===== config.mk =====
export PLATFORM = sky130hd
export DESIGN_NAME = sarcc_conv
export DESIGN_NICKNAME = d
export VERILOG_FILES = /design/src/rtl/sarcc_pkg.sv /design/src/rtl/sarcc_fifo.sv /design/src/rtl/sarcc_conv.sv
export VERILOG_INCLUDE_DIRS = /design/src /design/src/rtl
export SDC_FILE = /design/constraint.sdc
export NUM_CORES = 1
export LEC_CHECK = 0
export BUFFER_PORTS_ARGS = -buffer_cell sky130_fd_sc_hd__clkbuf_2
export CAP_MARGIN = 10
export CORE_AREA = 10 10 122 124
export CTS_CLUSTER_SIZE = 14
export DETAILED_ROUTE_END_ITERATION = 6
export DIE_AREA = 0 0 132 134
export GPL_ROUTABILITY_DRIVEN = 0
export PLACE_DENSITY_LB_ADDON = 0.12
export SETUP_SLACK_MARGIN = 0.02
export SLEW_MARGIN = 20
export SYNTH_ARGS = -nofsm -noshare
export SYNTH_HDL_FRONTEND = slang
export SYNTH_SLANG_ARGS = --single-unit

===== constraint.sdc =====
create_clock -name clock -period 3 [get_ports clock]
set_input_delay 0.3 -clock clock [delete_from_list [all_inputs] [get_ports clock]]
set_output_delay 0.3 -clock clock [all_outputs]
set_load 0.01 [all_outputs]

===== src/rtl/sarcc_defines.svh =====
// How it works
// - Conversion starts only on select falling edge
// - Select fall wakes device, sampler goes tracking
// - Sampler holds throughout power-down
// - Master gives two clocks for wake-up, acquisition
// - Sampler returns to hold on third falling edge
// - Auto power-down on edge 16/14/12
// - 12-bit word: four zeros, result MSB first
// - Every variant: four zeros, then MSB first
// - Result is straight unsigned binary code
// - Early select rise aborts, powers down, releases
// - Serial clock steps shifting and approximation
// - Data output changes on serial clock falls
// - Select fall drives output, first zero shown
// - Each later fall but the last shifts out the next bit; the last powers down
`ifndef SARCC_DEFINES_SVH
`define SARCC_DEFINES_SVH

// ----------------------------------------------------------------
// Frame layout and timing
// ----------------------------------------------------------------
`define SARCC_RES_DEFAULT   12
`define SARCC_LEAD_ZEROS    4
`define SARCC_HOLD_EDGE     3
`define SARCC_WAKE_CLOCKS   2
`define SARCC_CNT_W         5
`define SARCC_FIFO_DEPTH    8

`endif


===== src/rtl/sarcc_pkg.sv =====
`default_nettype none
package sarcc_pkg;
   typedef enum logic {
      SARCC_PWR_DOWN,
      SARCC_ACTIVE
   } sarcc_state_t;
endpackage : sarcc_pkg
`default_nettype wire


===== src/rtl/sarcc_fifo.sv =====
`default_nettype none
module sarcc_fifo #(
   parameter int WIDTH = 12,
   parameter int DEPTH = 8
) (
   // Clock and reset
   input  wire logic             clock,
   input  wire logic             sys_rst,
   // Filling side
   input  wire logic [WIDTH-1:0] in_data,
   input  wire logic             in_valid,
   output logic                  in_ready,
   // Draining side
   output logic      [WIDTH-1:0] out_data,
   output logic                  out_valid,
   input  wire logic             out_ready
);
   localparam int AW = $clog2(DEPTH);

   logic [WIDTH-1:0] mem [DEPTH];
   logic [AW-1:0]    wr_ptr_r, wr_ptr_nxt;
   logic [AW-1:0]    rd_ptr_r, rd_ptr_nxt;
   logic [AW:0]      count_r,  count_nxt;
   logic             ovalid_r, ovalid_nxt;
   logic [WIDTH-1:0] odata_r,  odata_nxt;
   logic             push;
   logic             load;

   // Depth must be a power of two so the pointers wrap by themselves
   assign in_ready  = (count_r != (AW+1)'(DEPTH));
   assign push      = in_valid && in_ready;
   assign load      = (count_r != '0) && (!ovalid_r || out_ready);
   assign out_valid = ovalid_r;
   assign out_data  = odata_r;

   always_comb begin
      wr_ptr_nxt = push ? wr_ptr_r + AW'(1) : wr_ptr_r;
      rd_ptr_nxt = load ? rd_ptr_r + AW'(1) : rd_ptr_r;
      count_nxt  = count_r + (AW+1)'(push) - (AW+1)'(load);
      ovalid_nxt = load ? 1'b1 : (out_ready ? 1'b0 : ovalid_r);
      odata_nxt  = load ? mem[rd_ptr_r] : odata_r;
   end

   always_ff @(posedge clock) begin
      if (push) begin
         mem[wr_ptr_r] <= in_data;
      end
   end

   always_ff @(posedge clock or posedge sys_rst) begin
      if (sys_rst) begin
         wr_ptr_r <= '0;
         rd_ptr_r <= '0;
         count_r  <= '0;
         ovalid_r <= 1'b0;
         odata_r  <= '0;
      end else begin
         wr_ptr_r <= wr_ptr_nxt;
         rd_ptr_r <= rd_ptr_nxt;
         count_r  <= count_nxt;
         ovalid_r <= ovalid_nxt;
         odata_r  <= odata_nxt;
      end
   end
endmodule : sarcc_fifo
`default_nettype wire


===== src/rtl/sarcc_conv.sv =====
`include "sarcc_defines.svh"
`default_nettype none
module sarcc_conv #(
   parameter int RES_BITS   = `SARCC_RES_DEFAULT,
   parameter int FIFO_DEPTH = `SARCC_FIFO_DEPTH
) (
   // Clock and reset
   input  wire logic                clock,
   input  wire logic                sys_rst,
   // Serial pins
   input  wire logic                conv_sel_n,
   input  wire logic                serial_clk,
   output logic                     result_serial_out,
   output logic                     result_serial_oe,
   // Input sample stream, one word per conversion
   input  wire logic [RES_BITS-1:0] sample_data,
   input  wire logic                sample_valid,
   output logic                     sample_ready,
   // Status
   output logic                     sample_track,
   output logic                     powered_up,
   output logic                     frame_done
);
   localparam logic [`SARCC_CNT_W-1:0] HOLD_EDGE =
      `SARCC_CNT_W'(`SARCC_HOLD_EDGE);
   localparam logic [`SARCC_CNT_W-1:0] LEAD =
      `SARCC_CNT_W'(`SARCC_LEAD_ZEROS);
   localparam logic [`SARCC_CNT_W-1:0] FRAME =
      `SARCC_CNT_W'(RES_BITS + `SARCC_LEAD_ZEROS);

   // ----------------------------------------------------------------
   // Trial value for one approximation step
   // ----------------------------------------------------------------
   function automatic logic [RES_BITS-1:0] sar_trial(
      input logic [RES_BITS-1:0]    approx,
      input logic [`SARCC_CNT_W-1:0] step
   );
      logic [RES_BITS-1:0] msb;
      msb = {1'b1, {(RES_BITS-1){1'b0}}};
      return approx | (msb >> step);
   endfunction : sar_trial

   // ----------------------------------------------------------------
   // Pin synchronisers and edge detection
   // ----------------------------------------------------------------
   logic cs_s1_r, cs_s2_r, cs_prev_r;
   logic sck_s1_r, sck_s2_r, sck_prev_r;
   logic cs_fall, cs_rise, sck_fall;

   always_ff @(posedge clock or posedge sys_rst) begin
      if (sys_rst) begin
         cs_s1_r    <= 1'b1;
         cs_s2_r    <= 1'b1;
         cs_prev_r  <= 1'b1;
         sck_s1_r   <= 1'b0;
         sck_s2_r   <= 1'b0;
         sck_prev_r <= 1'b0;
      end else begin
         cs_s1_r    <= conv_sel_n;
         cs_s2_r    <= cs_s1_r;
         cs_prev_r  <= cs_s2_r;
         sck_s1_r   <= serial_clk;
         sck_s2_r   <= sck_s1_r;
         sck_prev_r <= sck_s2_r;
      end
   end

   assign cs_fall  = cs_prev_r && !cs_s2_r;
   assign cs_rise  = !cs_prev_r && cs_s2_r;
   assign sck_fall = sck_prev_r && !sck_s2_r;

   // ----------------------------------------------------------------
   // Sample buffer
   // ----------------------------------------------------------------
   logic [RES_BITS-1:0] fifo_data;
   logic                fifo_valid;
   logic                fifo_pop;

   sarcc_fifo #(
      .WIDTH (RES_BITS),
      .DEPTH (FIFO_DEPTH)
   ) u_fifo (
      .clock     (clock),
      .sys_rst   (sys_rst),
      .in_data   (sample_data),
      .in_valid  (sample_valid),
      .in_ready  (sample_ready),
      .out_data  (fifo_data),
      .out_valid (fifo_valid),
      .out_ready (fifo_pop)
   );

   // ----------------------------------------------------------------
   // Frame sequencer
   // ----------------------------------------------------------------
   sarcc_pkg::sarcc_state_t   state_r,  state_nxt;
   logic [`SARCC_CNT_W-1:0]   edge_r,   edge_nxt;
   logic [RES_BITS-1:0]       held_r,   held_nxt;
   logic [RES_BITS-1:0]       approx_r, approx_nxt;
   logic                      track_r,  track_nxt;
   logic                      dout_r,   dout_nxt;
   logic                      oe_r,     oe_nxt;
   logic                      done_r,   done_nxt;
   logic [`SARCC_CNT_W-1:0]   step;
   logic [RES_BITS-1:0]       trial;
   logic                      bit_val;

   always_comb begin
      state_nxt  = state_r;
      edge_nxt   = edge_r;
      held_nxt   = held_r;
      approx_nxt = approx_r;
      track_nxt  = track_r;
      dout_nxt   = dout_r;
      oe_nxt     = oe_r;
      done_nxt   = 1'b0;
      fifo_pop   = 1'b0;
      step       = edge_r + `SARCC_CNT_W'(1) - LEAD;
      trial      = sar_trial(approx_r, step);
      bit_val    = (held_r >= trial);
      case (state_r)
         sarcc_pkg::SARCC_PWR_DOWN: begin
            track_nxt = 1'b0;
            oe_nxt    = 1'b0;
            if (cs_fall) begin
               state_nxt  = sarcc_pkg::SARCC_ACTIVE;
               track_nxt  = 1'b1;
               edge_nxt   = '0;
               approx_nxt = '0;
               dout_nxt   = 1'b0;
               oe_nxt     = 1'b1;
            end
         end
         sarcc_pkg::SARCC_ACTIVE: begin
            if (cs_rise) begin
               // Early release abandons the frame
               state_nxt = sarcc_pkg::SARCC_PWR_DOWN;
               track_nxt = 1'b0;
               oe_nxt    = 1'b0;
            end else if (sck_fall) begin
               edge_nxt = edge_r + `SARCC_CNT_W'(1);
               if (edge_nxt == HOLD_EDGE) begin
                  track_nxt = 1'b0;
                  fifo_pop  = 1'b1;
                  // An empty buffer reuses the last held value
                  if (fifo_valid) begin
                     held_nxt = fifo_data;
                  end
               end
               if (edge_nxt == FRAME) begin
                  state_nxt = sarcc_pkg::SARCC_PWR_DOWN;
                  oe_nxt    = 1'b0;
                  done_nxt  = 1'b1;
               end else if (edge_nxt >= LEAD) begin
                  dout_nxt   = bit_val;
                  approx_nxt = bit_val ? trial : approx_r;
               end else begin
                  dout_nxt = 1'b0;
               end
            end
         end
         default: begin
            state_nxt = sarcc_pkg::SARCC_PWR_DOWN;
         end
      endcase
   end

   always_ff @(posedge clock or posedge sys_rst) begin
      if (sys_rst) begin
         state_r  <= sarcc_pkg::SARCC_PWR_DOWN;
         edge_r   <= '0;
         held_r   <= '0;
         approx_r <= '0;
         track_r  <= 1'b0;
         dout_r   <= 1'b0;
         oe_r     <= 1'b0;
         done_r   <= 1'b0;
      end else begin
         state_r  <= state_nxt;
         edge_r   <= edge_nxt;
         held_r   <= held_nxt;
         approx_r <= approx_nxt;
         track_r  <= track_nxt;
         dout_r   <= dout_nxt;
         oe_r     <= oe_nxt;
         done_r   <= done_nxt;
      end
   end

   assign result_serial_out = dout_r;
   assign result_serial_oe  = oe_r;
   assign sample_track      = track_r;
   assign powered_up        = (state_r == sarcc_pkg::SARCC_ACTIVE);
   assign frame_done        = done_r;

   logic active;
   assign active = (state_r == sarcc_pkg::SARCC_ACTIVE);
endmodule : sarcc_conv
`default_nettype wire


# Word level (Yosys, flattened, before mapping)
# Memories as Yosys holds them, arrays and structs flattened. A register that Yosys moved wholly into a read port is not among the register bits.
# Index checks and enable logic that the tools add are counted.
dict set report classes {
  n_reduce_logical 18
  shift 1
  n_mux 42
  addsub 6
  magnitude_cmp 2
  bitwise_logic 3
  n_eq_ne 12
}
# operator n
set ops {}
lappend ops {{$mux 12} 6}
lappend ops {{$mux 1} 27}
lappend ops {{$pmux 12 s2} 1}
lappend ops {{$mux 5} 3}
lappend ops {{$ge 12x12->1} 1}
lappend ops {{$or 12x12->12} 1}
lappend ops {{$shr 12x5->12 const A} 1}
lappend ops {{$pmux 5 s2} 1}
lappend ops {{$ne 2x2->1 const B} 4}
lappend ops {{$pmux 1 s2} 4}
lappend ops {{$add 3x1->3 const B} 2}
lappend ops {{$ne 3x2->1 const B} 2}
lappend ops {{$reduce_and 6->1} 1}
lappend ops {{$add 5x1->5 const B} 1}
lappend ops {{$eq 5x2->1 const B} 1}
lappend ops {{$eq 5x5->1 const B} 1}
lappend ops {{$ge 5x3->1 const B} 1}
lappend ops {{$logic_and 1x1->1} 5}
lappend ops {{$reduce_and 5->1} 1}
lappend ops {{$sub 5x3->5 const B} 1}
lappend ops {{$add 4x1->4} 1}
lappend ops {{$logic_not 1->1} 4}
lappend ops {{$ne 2x1->1 const B} 2}
lappend ops {{$ne 4x4->1 const B} 1}
lappend ops {{9 further kinds} 11}
dict set report word_totals {
  memories 1
  mem_bits_rw 96
  reg_bits 51
  elab_cells 103
}
# memory depth word_bits read_ports rd_clocked_by_memory_dff wr line_no
set mem_list {}
lappend mem_list {u_fifo.mem 8 12 1 1 1 sarcc_fifo.sv:20} ;# logic [WIDTH-1:0] mem [DEPTH];

# Depth between registers and ports, before layout
dict set report logic_depth {
  word_depth 11
  ltp_mapped 15
}

# Cells and area by module
# Synthesis repeated with hierarchy kept, for this count alone.
dict set report hier_totals {
  cells_unflattened 484
  area_unflattened_um2 7009.2
}
# module n_inst area_per_inst_um2 cells_per_inst seq_area_each_um2
set by_module_without_submodules {}
lappend by_module_without_submodules {sarcc_fifo 1 4868.4 281 3458.3}
lappend by_module_without_submodules {sarcc_conv 1 2140.8 203 1004.7}

# Least setup slack after synthesis
# Ideal clock, no wire load.
dict set report synth_timing {
  path_type {reg2reg}
  from {register edge_r[0]}
  to {register approx_r[1]}
  required_ns 2.873
  slack_ns -0.099
  t_arrival_ns 2.972
  path_stages_with_launch 16
  cell_sequence {dfrtp_1 ha_1 buf_2 nand3_1 xor2_1 buf_2 nand2_1 o21bai_1 ha_1 nand2b_1 a211oi_1 o21bai_1 a2111oi_2 nor3_4 buf_8 mux2i_1}
}
dict set report synth_via {
  elab_chain_cells 10
  elab_cells_between_ends 17
  cone_classes {add/sub (2); order compare (2); eq/ne (4); shift (1); mux (6); bitwise (1); reduce/logical (1)}
}
# item line_no
set synth_lines {}
lappend synth_lines {{start, declared} sarcc_conv.sv:97} ;# logic [`SARCC_CNT_W-1:0] edge_r, edge_nxt;
lappend synth_lines {{start signal, assigned} sarcc_conv.sv:180} ;# edge_r <= edge_nxt;
lappend synth_lines {{$add 5x1->5 (*)} {sarcc_conv.sv:118, sarcc_conv.sv:141}}
lappend synth_lines {{branches (longest 9 deep; another with $ge 12x12->1)} -}
lappend synth_lines {{end signal, assigned} sarcc_conv.sv:182} ;# approx_r <= approx_nxt;
lappend synth_lines {{end, declared} sarcc_conv.sv:99} ;# logic [RES_BITS-1:0] approx_r, approx_nxt;
# Mark *: on every way between the ends. The select of a mux whose other input is x is not followed.
# A chain may end at the register's enable or synchronous reset.

# Worst setup path in the final report
dict set report layout_timing {
  from {register edge_r[1]}
  to {register dout_r (netlist: result_serial_out)}
}
dict set report layout_via {
  elab_chain_cells 10
  elab_cells_between_ends 14
  cone_classes {add/sub (2); order compare (2); eq/ne (2); shift (1); mux (5); bitwise (1); reduce/logical (1)}
}
# item line_no
set layout_lines {}
lappend layout_lines {{$add 5x1->5 (*)} {sarcc_conv.sv:118, sarcc_conv.sv:141}}
lappend layout_lines {{$sub 5x3->5} sarcc_conv.sv:118} ;# step = edge_r + `SARCC_CNT_W'(1) - LEAD;
lappend layout_lines {{$shr 12x5->12} sarcc_conv.sv:40} ;# return approx | (msb >> step);
lappend layout_lines {{$or 12x12->12} sarcc_conv.sv:40}
lappend layout_lines {{$ge 12x12->1} sarcc_conv.sv:120} ;# bit_val = (held_r >= trial);
lappend layout_lines {{$mux 1} sarcc_conv.sv:154} ;# end else if (edge_nxt >= LEAD) begin
lappend layout_lines {{$mux 1} sarcc_conv.sv:150} ;# if (edge_nxt == FRAME) begin
lappend layout_lines {{$mux 1} sarcc_conv.sv:140} ;# end else if (sck_fall) begin
lappend layout_lines {{$mux 1} sarcc_conv.sv:135} ;# if (cs_rise) begin
lappend layout_lines {{$pmux 1 s2} sarcc_conv.sv:121} ;# case (state_r)
lappend layout_lines {{end signal, assigned} sarcc_conv.sv:184} ;# dout_r <= dout_nxt;
lappend layout_lines {{end, declared} sarcc_conv.sv:101} ;# logic dout_r, dout_nxt;
# Mark *: on every way between the ends. The rest lies on a longest branch, timed or not. The select of a mux whose other input is x is not followed.

==> impl_metrics.py <==
metrics = {
    "routing": {
        "dr.pass1.iters": 4,
        "drt_wl_total_um": 12400,
        "drt_iter0_drc": 200,
        "vias": 3802,
        "drc": 0,
        "via_per_inst": 5.42,
        "antenna_left": 0,
        "routedWlPerCell_um": 17.7,
    },
    "worst_setup_path": {
        "critPathMaxStageDelay_ps": 430,
        "cp_top_family": "compound AO/OA/AOI/OAI gates",
        "cp-start-kind": "register",
        "cp_max_fo": 6,
        "end_kind": "register",
        "cp_slowest_cell": "dfrtp_2",
        "crit_type": "register to register",
        "critPathBufInv": 4,
        "timing.critical_path.mode_cell": "buf_4",
        "crit_arrival_ps": 3260,
        "required_ps": 3300,
        "crit_chain": "buf_4 > a21bo_1 > nand2_2 > a31oi_2 > buf_4 > o21bai_4 > ha_4 > nand2b_4 > a211oi_2 > o21bai_1 > a2111oi_2 > buf_4 > nor3_4 > clkbuf_16 > a22o_1",
    },
    "sta": {
        "fin_crit_sh_pct": 98.5,
        "fin_crit_ps": 2950,
        "finalSetupViolCount": 0,
        "fmax_mhz": 339,
        "hold_viol_final": 0,
        "drv_slew": 0,
        "worstMarginPinSlew_ps": 853,
        "setup_ws_ps": 46.3,
        "fin_tns_setup_ps": 0,
        "clock_skew_ps": 7.00,
        "rsz0062_at_grt": "true",
        "slew_headroom_pct": 43.1,
    },
    "layout": {
        "nets": 560,
        "antennaDiodeCount": 0,
        "drive_gt1_share_pct": 31.6,
        "final_area_um2": 8280,
        "fin_cells": 701,
        "syn_to_final_growth_pct": 21.1,
    },
    "synthesis": {
        "yosys.area.top_type_share_pct": 42.2,
        "yosysTopAreaCell": "edfxtp_1",
        "syn_inst": 455,
        "synth_edf_count": 96,
        "synthDistinctLibCells": 50,
        "synthFlopType": "edfxtp_1",
        "yosysWarnings": 0,
        "syn_area_per_cell_um2": 15.0,
        "yosysSeqAreaShare_pct": 65.3,
        "yosys-top-cells-count": "edfxtp_1, dfrtp_1, nand2_1",
        "synthTopCellsByArea": "edfxtp_1, dfrtp_1, mux4_2",
        "synthArstFlopShare_pct": 39.6,
        "synth_area_um2": 6830,
        "ys_ff_latch": 159,
        "yosysMostFrequentCell": "edfxtp_1",
        "synth_nets": 498,
    },
    "floorplanning": {
        "core_region_area_um2": 12500,
        "ios": 23,
        "die_width_um": 132,
        "fp-row-count": 41,
        "dieArea_um2": 17700,
        "chipHeight_um": 134,
        "initial_core_util_pct": 54.8,
    },
    "run_status": {
        "status": "finished, final reports clean",
    },
    "min_path": {
        "hold_path.class": "input pin to register",
    },
    "placement": {
        "dp.cells": 664,
        "place_ws_ps": -93.5,
        "io_buffers": 22,
        "placed_area_um2": 7340,
        "hpwl_um": 8000,
    },
    "clock_network": {
        "cts_sinks": 159,
        "root_buffer": "clkbuf_16",
        "clock_tree.buffer_depth": 2,
        "numCtsBuffers": 17,
        "h-tree-depth": 4,
        "clk_latency_ps": 420,
        "path_clk_slew_ps": 60,
        "cts_tree": "done",
    },
    "job": {
        "maxCapViolations": 0,
    },
    "pwr": {
        "p_leak_nw": 3.18,
        "vdd_drop_max_mv": 0.732,
        "powerDensity_nw_per_um2": 822,
    },
    "global_routing": {
        "gr-total-overflow": 0,
        "gr-usage-all-layers_pct": 14.7,
        "grt_pass1_wl_um": 20500,
        "grt_pass1_vias": 4003,
        "grt_max_degree": 29,
        "antenna_found_initial": 0,
    },
}
-- routing by layer --
layer	vias to the layer above	share of wire [%]	wire, um	track usage [%]
li1	1814	-	-	-
met1	1907	44	5480	17.6
met2	62	51	6290	24.5
met3	19	3.3	413	4.07
met4	0	2.1	263	6.55
met5	-	0	0	0
-- cells in the final DEF, fill, tap and decap left out, types with 3 or more instances in the layout --
cell type and instances:
a21o_1 3, a21oi_1 4, a31oi_4 4, buf_4 34, bufinv_16 3, clkbuf_16 18, clkbuf_2 22, clkinv_4 4
dfrtp_1 57, dfrtp_2 3, dfstp_2 3, dlygate4sd3_1 3, edfxtp_1 96, ha_1 18, ha_2 3, ha_4 4
inv_1 13, inv_2 4, inv_6 3, mux2_1 13, mux2i_1 23, mux4_2 24, nand2_1 42, nand2_2 4
nand2b_1 8, nand3_1 5, nand3b_1 3, nor2_1 18, nor2_2 4, nor3_1 3, nor3_2 3, o21a_1 3
o21ai_0 13, o21ai_1 13, xnor2_1 3, xor2_1 4
-- metrics by stage --
stage / total power (W) / hold slack (ps) / utilization, %
5_1_grt: 0.00718 / 160 / 66.4
2_1_floorplan: 0.00409 / 304 / -
4_1_cts: 0.00681 / 135 / 64.2
3_5_place_dp: 0.00458 / 313 / 58.9
6_report: 0.00680 / 151 / 66.4
3_3_place_gp: 0.00451 / 301 / 58.9
-- final timing paths --
check                                from                  to  slack [ps]  cells after the start
setup / recovery                edge_r[1]   result_serial_out          50                     15
hold / removal             sample_data[4]    u_fifo.mem[6][4]         150                      1
setup reg to reg                edge_r[1]   result_serial_out          50                     15
hold reg to reg                  sck_s1_r            sck_s2_r         350                      0
max in group asynchronous         sys_rst  u_fifo.rd_ptr_r[1]        1860                      4
min in group asynchronous         sys_rst        sample_track         410                      3
-- final cells by class --
class	count	area, um^2
flip-flops and latches	159	4470
repair buffers	63	463
clock inverters	13	178
inverters	17	63.8
clock buffers	18	429
well taps	172	215
fillers	842	4190
multi-input cells	259	2460
-- worst register-to-register path, delay by kind of cell (launching register included) --
kind                       cells  cell delay (ps)
AOI/OAI and AO/OA              7             1280
buffers and inverters          4              690
DFF                            1              430
and+or+nand+nor                3              260
adders and majority gates      1              210
-- logic make-up (layout without fill, tap and decap cells) --
kind of cell	Yosys count	count (layout)	share of synthesized area (%)
flops	159	159	65.3
buf+inv	37	111	2.47
fa+ha+maj	26	26	4.87
xor+xnor	7	7	0.897
compound gates	58	58	5.62
mux	61	61	13.6
simple gates	107	107	7.27
-- flip-flops by register name, indices dropped and copies added (netlist names) --
register           cells
approx_r              12
cs_prev_r              1
cs_s1_r                1
cs_s2_r                1
edge_r                 5
frame_done             1
held_r                12
powered_up             1
result_serial_oe       1
result_serial_out      1
sample_track           1
sck_prev_r             1
sck_s1_r               1
sck_s2_r               1
u_fifo.count_r         4
u_fifo.mem            96
u_fifo.out_data       12
u_fifo.out_valid       1
u_fifo.rd_ptr_r        3
u_fifo.wr_ptr_r        3
-- where the power goes --
group	internal (W)	total, W	switching [W]
clock network	0.00132	0.00219	0.000870
registers	0.00275	0.00299	0.000241
logic	0.000813	0.00162	0.000807
-- what timing repair did --
item	4_1_cts	5_1_grt
setup endpoints to repair	13	13
cloned	0	1
endpoints found under the hold margin	18	0
pin swaps	4	17
gates resized for setup	7	42
setup buffers	0	3
hold buffers	3	0
No activity file was read; power rests on OpenSTA's default activity.
